**src/pkg/slb_regs.svh**
```systemverilog
// Behaviour
// RULE_01: test-enable level must hold four input cycles
// RULE_02: other party keeps input clock running throughout
// RULE_03: each lane sends own 2^7-1 pseudo-random sequence
// RULE_04: test mode ignores inputs, outputs drop payload
// RULE_05: checker self-enters, detects within 128 symbols
// RULE_06: lanes checked separately against expected sequence
// RULE_07: pass flags on output bits 0, 16
// RULE_08: pass flag meaningful only after lock
// RULE_09: pass rises after 44*10^6 checked symbols
// RULE_10: pass flag sticky for rest of test (code clears it whenever a lane re-enters checking)
// RULE_11: error counts latched on bits 7:1, 23:17
// RULE_12: each wrong received bit adds one (code adds one per recurrence mismatch, three for an isolated wrong bit)
// RULE_13: seven-bit error counter, zero to 127
// RULE_14: lock high marks parallel outputs valid
// RULE_15: each lane carries 20 bits per cycle
// RULE_16: error count saturates, clears on check entry
// RULE_17: x^7+x^6+1 polynomial, checker seeds from stream
`ifndef SLB_REGS_SVH
`define SLB_REGS_SVH

// ----------------------------------------------------------------------
// link and pattern geometry
// ----------------------------------------------------------------------
`define SLB_SYM_W      20          // bits per lane per cycle
`define SLB_HALF_W     16          // payload bits per lane
`define SLB_PRBS_W     7           // generator history length
`define SLB_TAP_NEAR   14          // stream offset of the x^6 term
`define SLB_TAP_FAR    13          // stream offset of the x^7 term
`define SLB_SEED0      7'h7F       // lane 0 generator seed
`define SLB_SEED1      7'h3C       // lane 1 generator seed

// ----------------------------------------------------------------------
// timing counts and status layout
// ----------------------------------------------------------------------
`define SLB_HOLD_CYCLES 3'h4       // pin level hold before mode change
`define SLB_DET_RUN     3'h4       // clean symbols to enter checking
`define SLB_LOSE_RUN    7'h7F      // failing symbols to fall back to hunt
`define SLB_ERR_MAX     7'h7F      // error counter ceiling
`define SLB_SYM_CNT_W   26         // symbol counter width
`define SLB_PASS0       0          // lane 0 pass flag bit
`define SLB_ERR0_LO     1          // lane 0 error count low bit
`define SLB_PASS1       16         // lane 1 pass flag bit
`define SLB_ERR1_LO     17         // lane 1 error count low bit

`endif

```
**src/pkg/slb_pkg.sv**
```systemverilog
`default_nettype none
package slb_pkg;
`include "slb_regs.svh"

   // ----------------------------------------------------------------------
   // checker lane states
   // ----------------------------------------------------------------------
   typedef enum logic {
      slb_hunt,      // looking for the test sequence
      slb_check      // locked onto it, counting errors
   } slb_lane_type;

endpackage : slb_pkg
`default_nettype wire

```
**src/rtl/slb_prbs_bist.sv**
```systemverilog
`timescale 1ns/100ps
`default_nettype none
`include "slb_regs.svh"
module slb_prbs_bist
   import slb_pkg::*;
#(
   parameter int unsigned PASS_SYMBOLS = 44000000   // checked symbols before pass
)(
   input  wire logic                 clk,
   input  wire logic                 srst,
   input  wire logic                 self_test_enable,
   input  wire logic [31:0]          parallel_data_in,
   input  wire logic                 in_valid,
   output logic                      in_ready,
   output logic [`SLB_SYM_W-1:0]     tx_lane0,
   output logic [`SLB_SYM_W-1:0]     tx_lane1,
   output logic                      tx_valid,
   input  wire logic                 tx_ready,
   output logic                      self_test_active,
   input  wire logic [`SLB_SYM_W-1:0] rx_lane0,
   input  wire logic [`SLB_SYM_W-1:0] rx_lane1,
   input  wire logic                 rx_lock,
   output logic [31:0]               recovered_data_out,
   output logic                      out_valid,
   output logic                      check_active
);

   localparam int SW = `SLB_SYM_W;
   localparam int CW = `SLB_SYM_CNT_W;
   localparam logic [CW-1:0] PASS_LAST = CW'(PASS_SYMBOLS - 1);

   // ----------------------------------------------------------------------
   // state
   // ----------------------------------------------------------------------
   typedef struct packed {
      logic [2:0]                     sync;   // pin synchroniser, [0] first
      logic                           lvl;    // agreed pin level
      logic [2:0]                     run;    // cycles level differs from mode
      logic                           test;   // serializer test mode
      logic [1:0][`SLB_PRBS_W-1:0]    gen;    // generator history per lane
      logic [1:0][2*SW-1:0]           mem;    // two-entry transmit buffer
      logic [1:0]                     cnt;    // buffer fill
      logic                           rp;     // read slot
      logic                           wp;     // write slot
      logic [1:0][SW-1:0]             prev;   // last received word per lane
      slb_lane_type [1:0]             lane;   // checker state per lane
      logic [1:0][2:0]                det;    // clean symbol run
      logic [1:0][6:0]                lose;   // failing symbol run
      logic [1:0][CW-1:0]             sym;    // checked symbols
      logic [1:0]                     pass;   // sticky pass flags
      logic [1:0][6:0]                err;    // saturating error counts
      logic [31:0]                    dout;   // registered parallel output
      logic                           dvalid; // registered lock
   } slb_state_type;

   slb_state_type st_q;   // registered state
   slb_state_type st_d;   // next state

   // ----------------------------------------------------------------------
   // pattern helpers
   // ----------------------------------------------------------------------
   // one cycle of generator output, first sent bit in bit 0
   function automatic logic [SW+`SLB_PRBS_W-1:0] prbs_step(input logic [6:0] h_in);
      logic [6:0]    h;
      logic [SW-1:0] w;
      h = h_in;
      w = '0;
      for (int i = 0; i < SW; i++) begin
         w[i] = h[5] ^ h[6];                    // RULE_17
         h    = {h[5:0], w[i]};
      end
      return {h, w};
   endfunction : prbs_step

   // number of set bits in a mismatch word
   function automatic logic [4:0] ones(input logic [SW-1:0] v);
      logic [4:0] n;
      n = '0;
      for (int i = 0; i < SW; i++) begin
         n = n + 5'(v[i]);
      end
      return n;
   endfunction : ones

   logic [SW-1:0] rx_w  [2];   // received word per lane
   logic [SW-1:0] gen_w [2];   // generated word per lane
   logic [6:0]    gen_h [2];   // generator history after the word
   logic [SW-1:0] mism  [2];   // bits that break the recurrence
   logic [4:0]    nerr  [2];   // mismatch count this symbol

   assign rx_w[0] = rx_lane0;
   assign rx_w[1] = rx_lane1;

   // each lane has its own generator and its own checker
   for (genvar l = 0; l < 2; l++) begin : g_lane
      logic [2*SW-1:0] strm;   // previous word then current, oldest in bit 0
      assign {gen_h[l], gen_w[l]} = prbs_step(st_q.gen[l]);   // RULE_03
      assign strm    = {rx_w[l], st_q.prev[l]};
      // self-seeding: expected bits come from the received stream itself
      assign mism[l] = rx_w[l] ^ (strm[`SLB_TAP_NEAR+SW-1:`SLB_TAP_NEAR]
                                ^ strm[`SLB_TAP_FAR+SW-1:`SLB_TAP_FAR]);   // RULE_06 RULE_17
      assign nerr[l] = ones(mism[l]);
   end

   logic            room;       // buffer can take a word
   logic            push;       // word enters buffer
   logic            drain;      // word leaves buffer
   logic [2*SW-1:0] push_word;  // both lanes, lane 0 low
   logic            any_check;  // some lane is checking
   logic [31:0]     status;     // self-test status image
   logic [7:0]      esum [2];   // error sum before saturation

   assign room      = st_q.cnt != 2'h2;
   assign drain     = tx_valid && tx_ready;
   assign any_check = (st_q.lane[0] == slb_check) || (st_q.lane[1] == slb_check);
   assign in_ready  = st_q.test ? 1'b1 : room;                   // RULE_04
   assign push      = st_q.test ? room : (in_valid && room);
   // payload sits in the low 16 bits of each 20-bit slot
   assign push_word = st_q.test ? {gen_w[1], gen_w[0]}          // RULE_04
                    : {4'h0, parallel_data_in[31:`SLB_HALF_W],
                       4'h0, parallel_data_in[`SLB_HALF_W-1:0]};   // RULE_15

   // ----------------------------------------------------------------------
   // next state
   // ----------------------------------------------------------------------
   always_comb begin
      st_d = st_q;
      // pin: three flops, a change counts once stages two and three agree
      st_d.sync = {st_q.sync[1:0], self_test_enable};
      if (st_q.sync[2] == st_q.sync[1]) begin
         st_d.lvl = st_q.sync[2];
      end
      // mode flips only after the level has held for the full count
      if (st_q.lvl != st_q.test) begin
         if (st_q.run == `SLB_HOLD_CYCLES - 3'h1) begin
            st_d.test = st_q.lvl;                                  // RULE_01
            st_d.run  = '0;
         end else begin
            st_d.run  = st_q.run + 3'h1;
         end
      end else begin
         st_d.run = '0;
      end
      // buffer; the generator steps only when its word is taken,
      // so a stalled receiver loses no pattern bits (needs a running clock)
      if (push) begin
         st_d.mem[st_q.wp] = push_word;
         st_d.wp           = ~st_q.wp;
         if (st_q.test) begin
            st_d.gen[0] = gen_h[0];                                // RULE_02 RULE_03
            st_d.gen[1] = gen_h[1];
         end
      end
      if (drain) begin
         st_d.rp = ~st_q.rp;
      end
      st_d.cnt = st_q.cnt + 2'(push) - 2'(drain);
      // checkers, only meaningful while recovery is locked
      for (int l = 0; l < 2; l++) begin
         st_d.prev[l] = rx_w[l];
         esum[l]      = {1'b0, st_q.err[l]} + {3'h0, nerr[l]};
         if (rx_lock) begin                                        // RULE_08
            case (st_q.lane[l])
               slb_hunt: begin
                  // no control input: a clean run enters checking by itself
                  if (mism[l] != '0) begin
                     st_d.det[l] = '0;
                  end else if (st_q.det[l] == `SLB_DET_RUN - 3'h1) begin
                     st_d.lane[l] = slb_check;                     // RULE_05
                     st_d.det[l]  = '0;
                     st_d.lose[l] = '0;
                     st_d.err[l]  = '0;                            // RULE_16
                     st_d.sym[l]  = '0;
                     st_d.pass[l] = 1'b0;
                  end else begin
                     st_d.det[l] = st_q.det[l] + 3'h1;
                  end
               end
               slb_check: begin
                  // every mismatch bit counts, held at the ceiling
                  if (esum[l] > {1'b0, `SLB_ERR_MAX}) begin
                     st_d.err[l] = `SLB_ERR_MAX;                   // RULE_13 RULE_16
                  end else begin
                     st_d.err[l] = esum[l][6:0];                   // RULE_12
                  end
                  if (st_q.sym[l] != PASS_LAST + CW'(1)) begin
                     st_d.sym[l] = st_q.sym[l] + CW'(1);
                  end
                  if (st_q.sym[l] == PASS_LAST) begin
                     st_d.pass[l] = 1'b1;                          // RULE_09
                  end
                  // pass never clears while checking                // RULE_10
                  if (mism[l] == '0) begin
                     st_d.lose[l] = '0;
                  end else if (st_q.lose[l] == `SLB_LOSE_RUN - 7'h1) begin
                     st_d.lane[l] = slb_hunt;
                  end else begin
                     st_d.lose[l] = st_q.lose[l] + 7'h1;
                  end
               end
               default: begin
                  st_d.lane[l] = slb_hunt;
               end
            endcase
         end
      end
      // parallel output: status image while checking, else payload
      status = '0;
      status[`SLB_PASS0] = st_q.pass[0];                           // RULE_07
      status[`SLB_PASS1] = st_q.pass[1];
      status[`SLB_ERR0_LO+6:`SLB_ERR0_LO] = st_q.err[0];          // RULE_11
      status[`SLB_ERR1_LO+6:`SLB_ERR1_LO] = st_q.err[1];
      if (any_check) begin
         st_d.dout = status;                                       // RULE_04
      end else begin
         st_d.dout = {rx_lane1[`SLB_HALF_W-1:0], rx_lane0[`SLB_HALF_W-1:0]};
      end
      st_d.dvalid = rx_lock;                                       // RULE_14
   end

   // ----------------------------------------------------------------------
   // state register
   // ----------------------------------------------------------------------
   always_ff @(posedge clk) begin
      if (srst) begin
         st_q        <= '0;
         st_q.gen[0] <= `SLB_SEED0;
         st_q.gen[1] <= `SLB_SEED1;
         st_q.lane[0] <= slb_hunt;
         st_q.lane[1] <= slb_hunt;
      end else begin
         st_q <= st_d;
      end
   end

   // ----------------------------------------------------------------------
   // outputs
   // ----------------------------------------------------------------------
   assign tx_valid           = st_q.cnt != 2'h0;
   assign tx_lane0           = st_q.mem[st_q.rp][SW-1:0];
   assign tx_lane1           = st_q.mem[st_q.rp][2*SW-1:SW];
   assign self_test_active   = st_q.test;
   assign recovered_data_out = st_q.dout;
   assign out_valid          = st_q.dvalid;
   assign check_active       = any_check;

   for (genvar l = 0; l < 2; l++) begin : g_chk

   end
endmodule : slb_prbs_bist
`default_nettype wire

```
**config.mk**
```make
export PLATFORM = sky130hd
export DESIGN_NAME = slb_prbs_bist
export DESIGN_NICKNAME = d
export VERILOG_FILES = /design/src/pkg/slb_pkg.sv /design/src/rtl/slb_prbs_bist.sv
export VERILOG_INCLUDE_DIRS = /design/src /design/src/pkg
export SDC_FILE = /design/constraint.sdc
export NUM_CORES = 1
export LEC_CHECK = 0
export BUFFER_PORTS_ARGS = -buffer_cell sky130_fd_sc_hd__buf_2
export CAP_MARGIN = 20
export CORE_AREA = 2 2 202 184
export CTS_CLUSTER_DIAMETER = 100
export DETAILED_ROUTE_END_ITERATION = 16
export DIE_AREA = 0 0 204 186
export GPL_TIMING_DRIVEN = 1
export HOLD_SLACK_MARGIN = 0.06
export MAX_ROUTING_LAYER = met4
export PLACE_DENSITY_LB_ADDON = 0.25
export SYNTH_ARGS = -nofsm -noshare
export SYNTH_HDL_FRONTEND = slang
export SYNTH_SLANG_ARGS = --single-unit
```
**constraint.sdc**
```tcl
create_clock -name clk -period 6 [get_ports clk]
set_clock_uncertainty 0.2 [all_clocks]
set_input_delay 1.2 -clock clk [delete_from_list [all_inputs] [get_ports clk]]
set_output_delay 1.2 -clock clk [all_outputs]
set_load 0.02 [all_outputs]
```
==> reports/metrics.csv, run 1 <==
stage,metric,value,unit
clock_network,clk slew on worst S/H paths,0.06,ns
grt,largest net degree at the start of global routing,69,
run_status,status,finished clean,
cells_and_area,share of layout cells above drive strength 1,0.187,
logic_synthesis,multiplexer area fraction after synthesis,0.0478,
timing,endpoints failing setup,0,
timing,Slew HR,0.264,
clock_network,Clock Path Buffers,3,
critical_path,reg2reg start,g_lane[1].strm[17],
cells_and_area,Final Util,0.436,
logic_synthesis,largest family of logic cells by synthesized area,simple AND/OR/NAND/NOR gates,
grt,vias in the first global route,11100,
logic_synthesis,"Top FF cell, synth",dfxtp_1,
routing,wire per inst,15.9,µm
critical_path,register-to-register setup slack,0.47,ns
place,port bufs,154,
cells_and_area,fillers,3607,
logic_synthesis,Gate Count Post-Synth,1609,
critical_path,FF-to-FF End,st_q[46],
critical_path,Setup crit end kind,flop,
critical_path,CP required,6.27,ns
logic_synthesis,Synth Area in XOR/XNOR,0.0901,
critical_path,max incr delay on CP,0.54,ns
logic_synthesis,ys async rst share,0,
critical_path,crit path max fanout,3,
place,GPL Wtd Cong,0.859,
routing,Starting DRT DRC Count,632,
critical_path,cell mode on critical path,fa_1,
logic_synthesis,Yosys warning count,0,
timing,actual slew at the worst max-slew pin,1.10,ns
critical_path,R2R cell count,19,
logic_synthesis,area fraction of the dominant cell type after synthesis,0.360,
logic_synthesis,"top cells by count, synth","243 x dfxtp_1, 173 x nand2_1, 131 x nor2_1, 111 x o21ai_0, 104 x a21oi_1",
logic_synthesis,largest area contributor in the netlist,dfxtp_1,
logic_synthesis,sequential area share after synthesis,0.360,
clock_network,CTS Sinks,243,
min_path,worst hold path type,flop to flop,
timing,Max Slew Vio Count,0,
critical_path,CP cell instances,"buf_2, xor2_1, xnor2_1, fa_1, inv_1, fa_1, inv_1, fa_1, inv_1, fa_1, fa_1, fa_1, inv_1, fa_1, nor2b_1, o21ai_0, a21oi_1, o21ai_0, a21oi_1, o21ai_0, a211oi_1",
logic_synthesis,syn nets,1755,
logic_synthesis,"Distinct cells, synth",69,
timing,Final Hold Viols,0,
clock_network,# resized after CTS,0,
clock_network,worst-skew pair later-pin latency,0.56,ns
die,number of placement rows,66,
timing,setup ws final,0.242,ns
logic_synthesis,Synth Area in Compound Gates,0.162,
logic_synthesis,Yosys reg bits,243,
logic_synthesis,post-synthesis adder-cell area fraction,0.0795,
logic_synthesis,Mean Syn Cell Area,8.41,µm²
grt,gr ovfl total,0,
place,HPWL Detailed,24700,µm
clock_network,Clock Tree Root,clkbuf_16,
timing,RSZ-0062 raised after global routing,no,
critical_path,Setup CP Type,input port to flop,
power_and_ir_drop,P_leak,6.44,nW
critical_path,CP arrival,6.03,ns
place,pre-CTS setup slack,-0.305,ns
routing,Via density,5.20,
critical_path,Critical-path top delay cell,fa_1,
run,maxcap violations,0,
logic_synthesis,cell area after synthesis,0.0135,mm²
timing,minimum clock period after layout,5.76,ns
die,die area,0.0379,mm²
min_path,worst-case hold path end point,st_q[262],
routing,routed wire length,35200,µm
timing,fin crit share,0.960,
clock_network,CTS H-Tree Depth,1,
power_and_ir_drop,PD cells,354,mW/mm²
die,IO Pins,155,
die,die height,186,µm
logic_synthesis,Synth area leaders,"dfxtp_1 36%, xnor2_1 5.2%, nand2_1 4.8%, fa_1 4.4%, o21ai_0 4.1%",
cells_and_area,ANT cells,0,
grt,initial antenna violation count,0,
routing,DRC Markers,0,
cells_and_area,fin area,0.0156,mm²
die,starting density of the core,0.377,
routing,DRT Pass-1 Iters,5,
grt,first-pass GRT wire length,56800,µm
clock_network,cts hold-fix bufs,0,
clock_network,CTS tree,done,
cells_and_area,final net count,1860,
power_and_ir_drop,Max VDD drop,0.203,mV
grt,gr usage total,0.188,
min_path,hold wc startpoint,st_q[262],
die,Die Width,204,µm
timing,FMAX,174,MHz
logic_synthesis,Post-Synth Simple-Gate Area,0.191,
logic_synthesis,"EDFF count, synth",0,
routing,Final ANT Viol Nets,0,
power_and_ir_drop,Tot Pwr,5.54,mW
logic_synthesis,"count leader, synth",dfxtp_1,
cells_and_area,P&R area growth vs syn,15.5,%
routing,total number of vias,11500,
die,core area,0.0358,mm²
clock_network,Num CTS Buffers,28,
min_path,WHS Path Cells,1,
critical_path,CP Launch Type,input port,
place,placed inst area,0.0147,mm²
clock_network,Post-CTS Setup Inserts,0,
-- state kept, by name (all words and copies together), names as in the netlist --
| name | cells |
|---|---|
| out_valid | 1 |
| self_test_active | 1 |
| st_q | 193 |
| st_d | 2 |
| recovered_data_out | 32 |
| g_lane.strm | 14 |
-- where the power goes --
group          switching [mW]  total (mW)  internal [mW]  leakage [nW]
clock network           0.723        1.74           1.02         0.458
logic                    1.12        2.06          0.943          4.00
registers              0.0438        1.73           1.69          1.98
-- cell type report --
| cell class | count | area (µm²) | area share |
|---|---|---|---|
| clock inverters | 16 | 155 | 0.00993 |
| well taps | 476 | 596 | 0.0381 |
| clock buffers | 35 | 788 | 0.0504 |
| multi-input cells | 1151 | 7750 | 0.496 |
| flip-flops and latches | 243 | 4870 | 0.311 |
| inverters | 88 | 330 | 0.0211 |
| repair buffers | 202 | 1150 | 0.0733 |
-- worst max path at each step --
stage | startpoint | cells after the start | slack, ns | end
2_1_floorplan | rx_lane1[0] | 21 | 0.001 | st_q[46]
3_3_place_gp | rx_lane1[4] | 21 | -0.16 | st_q[46]
3_5_place_dp | rx_lane1[6] | 21 | -0.30 | st_q[46]
4_1_cts | rx_lane1[6] | 21 | 0.28 | st_q[46]
5_1_grt | rx_lane1[6] | 21 | 0.02 | st_q[44]
6_report | rx_lane1[4] | 21 | 0.24 | st_q[46]
-- critical path, delay by kind of cell --
family	cells	cell delay, ns
AOI/OAI and AO/OA	6	0.93
xor gates and xnor gates	2	0.33
adders and majority gates	7	3.04
buffers and inverters	5	0.34
and+or+nand+nor	1	0.16
-- through the flow --
| stage | cells | setup TNS (ns) | hold WS (ns) |
|---|---|---|---|
| final | 2211 | 0 | 0.220 |
| after global routing | 2211 | 0 | 0.250 |
| after CTS | 2210 | 0 | 0.226 |
| after detailed placement | 2159 | -1.61 | 0.217 |
| after global placement | 2159 | -0.857 | 0.207 |
| after floorplan | 1609 | 0 | 0.199 |
-- layout by cell type, fill, tap and decap left out, drive strengths merged, types with 13 or more instances in the layout --
cell type and count:
and3 31, nand4 22, a211oi 13, o32ai 17, inv 88, mux2i 14, dfxtp 243, o21ai 111
a21oi 104, clkbuf 35, nand2b 13, xor2 44, nor4 17, mux2 45, nor2b 27, xnor2 83
ha 38, o22ai 15, nand3 42, buf 202, nand2 175, nor3 37, fa 30, nor2 132
a21o 17
-- kinds of logic after synthesis --
logic type                 Yosys count
and+or+nand+nor                    538
AOI/OAI and AO/OA                  355
DFF                                243
buffers and inverters              215
xor gates and xnor gates           131
adders and majority gates           68
muxes                               59
-- metal layers --
layer / wire (µm) / vias up / GRT usage
li1: - / 5751 / -
met1: 17100 / 5488 / 0.253
met2: 16300 / 200 / 0.301
met3: 1190 / 53 / 0.0233
met4: 694 / 0 / 0.0441
met5: 0 / - / -
(Power assumes the default switching activity.)
==> run 2: changes to the inputs <==
- BUFFER_PORTS_ARGS: -buffer_cell sky130_fd_sc_hd__buf_2 -> unset
- DONT_BUFFER_PORTS: unset -> 1
==> run 2 against run 1 <==
Against the previous run: final cell count shrank 8.0%; utilization shrank 2.6 points; sequential share of layout area grew 2.0 points; clock-buffer cell count grew 1; worst hold slack gained 0.0016 ns; maximum frequency grew 2.2%; routed wire length shrank 3.2%; first-iteration DRC count grew 9.3%; non-clock buffer count shrank 178; critical path type unchanged; critical endpoint unchanged; largest cell class unchanged.
==> reports/metrics.csv, run 2 (synthesis gave the netlist of run 1 again) <==
stage,metric,value,unit,change
routing,DRC Markers,0,,unchanged
routing,Via density,5.29,,+1.8%
routing,DRT Pass-1 Iters,5,,unchanged
min_path,worst hold path type,flop to flop,,
grt,initial antenna violation count,2,,+2
critical_path,R2R cell count,19,,unchanged
power_and_ir_drop,PD cells,373,mW/mm²,+5.2%
routing,wire per inst,16.8,µm,+5.2%
cells_and_area,Largest Register,st_q,,
die,die area,0.0379,mm²,unchanged
place,Post-Place Cells,1981,,-8.2%
cells_and_area,Multi-input gate area,0.00775,mm²,unchanged
clock_network,Post-CTS Setup Inserts,0,,unchanged
timing,minimum clock period after layout,5.63,ns,-0.123 ns
place,GPL Wtd Cong,0.881,,+2.6%
critical_path,Setup crit end kind,flop,,
timing,RSZ-0062 raised after global routing,no,,
critical_path,Setup CP Type,input port to flop,,
clock_network,Clock Tree Root,clkbuf_16,,
die,IO Pins,155,,unchanged
grt,first-pass GRT wire length,55000,µm,-3.1%
die,number of placement rows,66,,unchanged
cells_and_area,Final Util,0.410,,-0.0260
critical_path,max incr delay on CP,0.51,ns,-0.03 ns
clock_network,CTS H-Tree Depth,1,,unchanged
die,starting density of the core,0.377,,unchanged
clock_network,cts hold-fix bufs,0,,unchanged
critical_path,critical path endpoint,st_q[46],,
clock_network,CTS Sinks,243,,unchanged
grt,gr ovfl total,0,,unchanged
cells_and_area,share of layout cells above drive strength 1,0.0920,,-0.0948
place,HPWL Detailed,23700,µm,-3.9%
cells_and_area,fin area,0.0147,mm²,-6.0%
cells_and_area,final net count,1681,,-9.6%
critical_path,register-to-register setup slack,0.48,ns,about the same
run_status,status,finished clean,,
power_and_ir_drop,Max VDD drop,0.222,mV,+9.5%
timing,fin crit share,0.939,,-0.0206
power_and_ir_drop,Tot Pwr,5.48,mW,-1.1%
cells_and_area,Non-Filler Instances,2034,,-8.0%
die,Die Width,204,µm,unchanged
run,maxcap violations,0,,unchanged
critical_path,cell mode on critical path,fa_1,,
place,port bufs,0,,-100%
critical_path,reg2reg start,g_lane[1].strm[17],,
critical_path,CP required,6.26,ns,about the same
critical_path,crit path max fanout,4,,+1
critical_path,Worst path depth,20,,-4.8%
timing,sum of negative setup slack,0,ns,unchanged
grt,vias in the first global route,10200,,-7.6%
critical_path,CP arrival,5.89,ns,-0.14 ns
place,pre-CTS setup slack,-0.142,ns,+0.163 ns
clock_network,Clock Path Buffers,3,,unchanged
clock_network,Num CTS Buffers,27,,-3.6%
timing,FMAX,177,MHz,+2.2%
cells_and_area,"commonest non-fill, non-tap cell in the layout",dfxtp_1,,
timing,actual slew at the worst max-slew pin,0.982,ns,-0.121 ns
cells_and_area,P&R area growth vs syn,8.63,%,
clock_network,clk slew on worst S/H paths,0.06,ns,about the same
power_and_ir_drop,P_leak,5.64,nW,-12%
critical_path,worst setup path start,rx_lane1[6],,
timing,worst hold-check slack,0.221,ns,+0.00159 ns
routing,total number of vias,10800,,-6.3%
critical_path,buffers and inverters on the worst path,4,,-1
routing,Starting DRT DRC Count,691,,+9.3%
grt,gr usage total,0.183,,-0.00505
timing,endpoints failing setup,0,,unchanged
cells_and_area,storage element area,0.00487,mm²,unchanged
routing,routed wire length,34100,µm,-3.2%
cells_and_area,most frequent cells in the layout,"241 x dfxtp_1, 173 x nand2_1, 130 x nor2_1",,
clock_network,worst-skew pair later-pin latency,0.55,ns,about the same
min_path,hold wc startpoint,st_q[262],,
clock_network,CTS tree,done,,
critical_path,CP Launch Type,input port,,
cells_and_area,fillers,3638,,+0.86%
grt,largest net degree at the start of global routing,139,,+100%
timing,Slew HR,0.345,,+0.0806
timing,Final Hold Viols,0,,unchanged
die,die height,186,µm,unchanged
place,placed inst area,0.0137,mm²,-6.5%
routing,Final ANT Viol Nets,0,,unchanged
critical_path,CP cell instances,"xor2_1, xnor2_1, fa_1, inv_1, fa_1, inv_1, fa_1, inv_1, fa_1, fa_1, fa_1, inv_1, fa_1, nor2b_1, o21ai_0, a21oi_1, o21ai_0, a21oi_1, o21ai_0, a211oi_1",,
clock_network,# resized after CTS,0,,unchanged
critical_path,"CP delay by family, top",adder cells,,
cells_and_area,max reg flops,193,,unchanged
critical_path,FF-to-FF End,st_q[46],,
critical_path,Critical-path top delay cell,fa_1,,
timing,setup ws final,0.365,ns,+0.123 ns
timing,Max Slew Vio Count,0,,unchanged
die,core area,0.0358,mm²,unchanged
-- run 2: cell types whose count changed in the layout (fill, tap and decap cells not counted), sizes merged --
cell,before,now
buf,202,24
clkinv,10,6
diode,0,3
bufinv,2,4
clkbuf,35,36
inv,88,87
-- run 2: cell type report --
class | instances | share of cell area
Antenna cell | 3 | 0.000511
Clock buffer | 36 | 0.0524
Clock inverter | 13 | 0.0122
Inverter | 88 | 0.0225
Multi-Input combinational cell | 1151 | 0.527
Sequential cell | 243 | 0.331
Tap cell | 476 | 0.0405
Timing Repair Buffer | 24 | 0.0136
-- run 2: worst min-delay path by stage --
stage,to,slack [ns],cells past startpoint
2_1_floorplan,st_q[262],0.20,1
3_3_place_gp,st_q[262],0.21,1
3_5_place_dp,st_q[262],0.21,1
4_1_cts,st_q[262],0.22,1
5_1_grt,st_q[262],0.24,1
6_report,st_q[262],0.22,1
-- run 2: metal layers --
metal	wire length (µm)	global-route usage	vias up
met3	1330	0.0250	47
met1	16500	0.247	5153
met4	756	0.0487	0
met5	0	-	-
met2	15500	0.288	173
li1	-	-	5390
-- run 2: worst register-to-register path, delay by kind of cell, from the launching register on --
kind / cells / cell delay (ns)
flip-flops: 1 / 0.39
adder cells (fa/ha/maj): 7 / 3.07
buffers and inverters: 4 / 0.21
AND/OR/NAND/NOR: 1 / 0.16
XOR/XNOR: 1 / 0.47
AO/OA/AOI/OAI: 6 / 0.93
-- run 2: where the power goes --
group	leakage, nW	switching, mW	internal [mW]
clock	0.456	0.699	1.07
combinational	3.20	1.05	0.893
sequential	1.98	0.0773	1.69
==> run 3: changes to the inputs <==
- CORE_AREA: 2 2 202 184 -> 3 3 173 217
- DIE_AREA: 0 0 204 186 -> 0 0 176 220
- clock period: 6 -> 7 ns (I/O delays scaled with it)
==> run 3 against run 2 <==
Against the previous run: utilization down 0.25 points; setup slack better by 0.61 ns; via count up 0.37%; register-to-register slack better by 0.94 ns; clock-buffer cell count down 2; die area up 2.0%; critical path depth down 2; sequential power down 13%; largest power group is now registers.
==> reports/metrics.csv, run 3 (synthesis gave the netlist of run 1 again) <==
stage,metric,value,unit,change
run_status,status,finished clean,,
grt,initial antenna violation count,1,,-1
cells_and_area,fin area,0.0145,mm²,-1.4%
grt,GRT Max-Usage Layer,met2,,
timing,Slew HR,0.255,,-0.0900
critical_path,crit path max fanout,4,,unchanged
clock_network,Clock Tree Root,clkbuf_16,,
timing,Max Slew Vio Count,0,,unchanged
power_and_ir_drop,Max VDD drop,0.186,mV,-16%
critical_path,Setup CP Type,input port to flop,,
cells_and_area,"commonest non-fill, non-tap cell in the layout",dfxtp_1,,
grt,met3 usage,0.0500,,+0.0249
power_and_ir_drop,NetSw,1.51,mW,-17%
clock_network,# resized after CTS,0,,unchanged
power_and_ir_drop,Switching Share,0.334,,+0.000883
cells_and_area,final net count,1664,,-1.0%
grt,vias in the first global route,11000,,+7.0%
routing,Via density,5.37,,+1.6%
die,die height,220,µm,+18%
routing,wire per inst,17.0,µm,+1.4%
cells_and_area,max reg flops,193,,unchanged
clock_network,CTS H-Tree Depth,1,,unchanged
clock_network,Clock Path Buffers,3,,unchanged
clock_network,cts hold-fix bufs,0,,unchanged
timing,RSZ-0062 raised after global routing,no,,
die,core area,0.0356,mm²,-0.81%
timing,FMAX,166,MHz,
routing,DRC Markers,0,,unchanged
run,maxcap violations,0,,unchanged
grt,met2 usage,0.304,,+0.0161
clock_network,Post-CTS Setup Inserts,0,,unchanged
grt,gr ovfl total,0,,unchanged
clock_network,worst-skew pair later-pin latency,0.55,ns,about the same
clock_network,CTS Sinks,243,,unchanged
cells_and_area,share of layout cells above drive strength 1,0.0769,,-0.0151
power_and_ir_drop,Clock Power Share,0.331,,+0.008
routing,Final ANT Viol Nets,0,,unchanged
timing,sum of negative setup slack,0,ns,unchanged
routing,Starting DRT DRC Count,669,,-3.2%
timing,fin crit share,0.860,,
routing,DRT Pass-1 Iters,5,,unchanged
timing,endpoints failing setup,0,,unchanged
die,IO Pins,155,,unchanged
die,die area,0.0387,mm²,+2.0%
grt,first-pass GRT wire length,55800,µm,+1.5%
place,port bufs,0,,unchanged
clock_network,CTS tree,done,,
critical_path,CP required,7.23,ns,+0.97 ns
power_and_ir_drop,Reg power frac,0.337,,+0.015
min_path,worst hold path type,flop to flop,,
timing,Final Hold Viols,0,,unchanged
routing,total number of vias,10800,,+0.37%
place,GPL Wtd Cong,0.926,,+5.1%
timing,minimum clock period after layout,6.02,ns,
critical_path,CP arrival,6.25,ns,+0.36 ns
clock_network,Num CTS Buffers,27,,unchanged
timing,worst hold-check slack,0.222,ns,+0.000121 ns
routing,routed wire length,34200,µm,+0.25%
power_and_ir_drop,internal power,3.02,mW,-17%
cells_and_area,most frequent cells in the layout,"241 x dfxtp_1, 173 x nand2_1, 130 x nor2_1",,
place,HPWL Detailed,23600,µm,-0.64%
critical_path,Setup crit end kind,flop,,
place,placed inst area,0.0136,mm²,-1.0%
timing,actual slew at the worst max-slew pin,1.12,ns,+0.135 ns
cells_and_area,fillers,3600,,-1.0%
grt,gr usage total,0.179,,-0.00433
cells_and_area,P&R area growth vs syn,7.10,%,
grt,GR Util met1,0.207,,-0.0399
die,starting density of the core,0.381,,+0.00307
power_and_ir_drop,P_leak,5.54,nW,-1.7%
grt,largest net degree at the start of global routing,139,,unchanged
cells_and_area,Largest Register,st_q,,
die,number of placement rows,77,,+17%
critical_path,CP Launch Type,input port,,
die,Die Width,176,µm,-14%
power_and_ir_drop,PD cells,313,mW/mm²,-16%
power_and_ir_drop,Comb pwr share,0.332,,-0.022
clock_network,clk slew on worst S/H paths,0.06,ns,about the same
run 3: cell count changes in the layout (fill, tap and decap cells not counted), sizes merged:
cell	delta
diode	-2
buf	-17
inv	+1
clkbuf	-2
bufinv	+1
clkinv	+1
clkinvlp	-4
run 3: layout make-up:
| cell class | instances | area (µm²) | share of cell area |
|---|---|---|---|
| clock buffer | 34 | 722 | 0.0498 |
| antenna | 1 | 2.50 | 0.000173 |
| multi-input combinational | 1151 | 7730 | 0.533 |
| tap | 474 | 593 | 0.0409 |
| sequential | 243 | 4870 | 0.336 |
| clock inverter | 12 | 193 | 0.0133 |
| inverter | 88 | 330 | 0.0228 |
| timing repair buffer | 7 | 52.6 | 0.00363 |
run 3: per-layer routing:
metal,vias to the layer above,wire length (µm)
met4,0,771
met5,-,0
met1,5105,14700
li1,5348,-
met3,61,2590
met2,289,16100
run 3: final timing paths:
check / endpoint / slack (ns) / from / depth (start not counted)
hold / removal: st_q[262] / 0.22 / st_q[262] / 1
setup / recovery: st_q[34] / 0.98 / rx_lane0[4] / 18
setup reg to reg: st_q[34] / 1.42 / g_lane[0].strm[19] / 19
hold reg to reg: st_q[262] / 0.22 / st_q[262] / 1
run 3: per-stage QoR:
step	cells	total power [mW]	setup WS, ns	utilization
global placement	1963	3.05	0.579	0.382
CTS	2009	4.61	1.03	0.407
global route	2010	4.88	0.739	0.408
detailed placement	1963	3.08	0.455	0.382
finish	2010	4.53	0.978	0.408
floorplan	1609	2.79	0.655	-
run 3: critical path: stages:
cell,delay (ns)
xnor2_1,0.25
xor2_1,0.15
fa_1,0.55
inv_1,0.05
fa_1,0.47
inv_1,0.05
fa_1,0.47
inv_1,0.05
fa_1,0.52
fa_1,0.44
fa_1,0.40
a21o_1,0.17
a21oi_1,0.24
o21ai_0,0.19
o21a_1,0.21
o2111ai_1,0.27
o21ai_0,0.17
a22o_1,0.20
run 3: power groups by stage:
| stage | registers (mW) | clock network [mW] | logic, mW |
|---|---|---|---|
| 2_1_floorplan | 1.50 | 0 | 1.29 |
| 3_3_place_gp | 1.56 | 0 | 1.49 |
| 3_5_place_dp | 1.56 | 0 | 1.52 |
| 4_1_cts | 1.53 | 1.55 | 1.53 |
| 5_1_grt | 1.54 | 1.60 | 1.74 |
| 6_report | 1.53 | 1.50 | 1.51 |
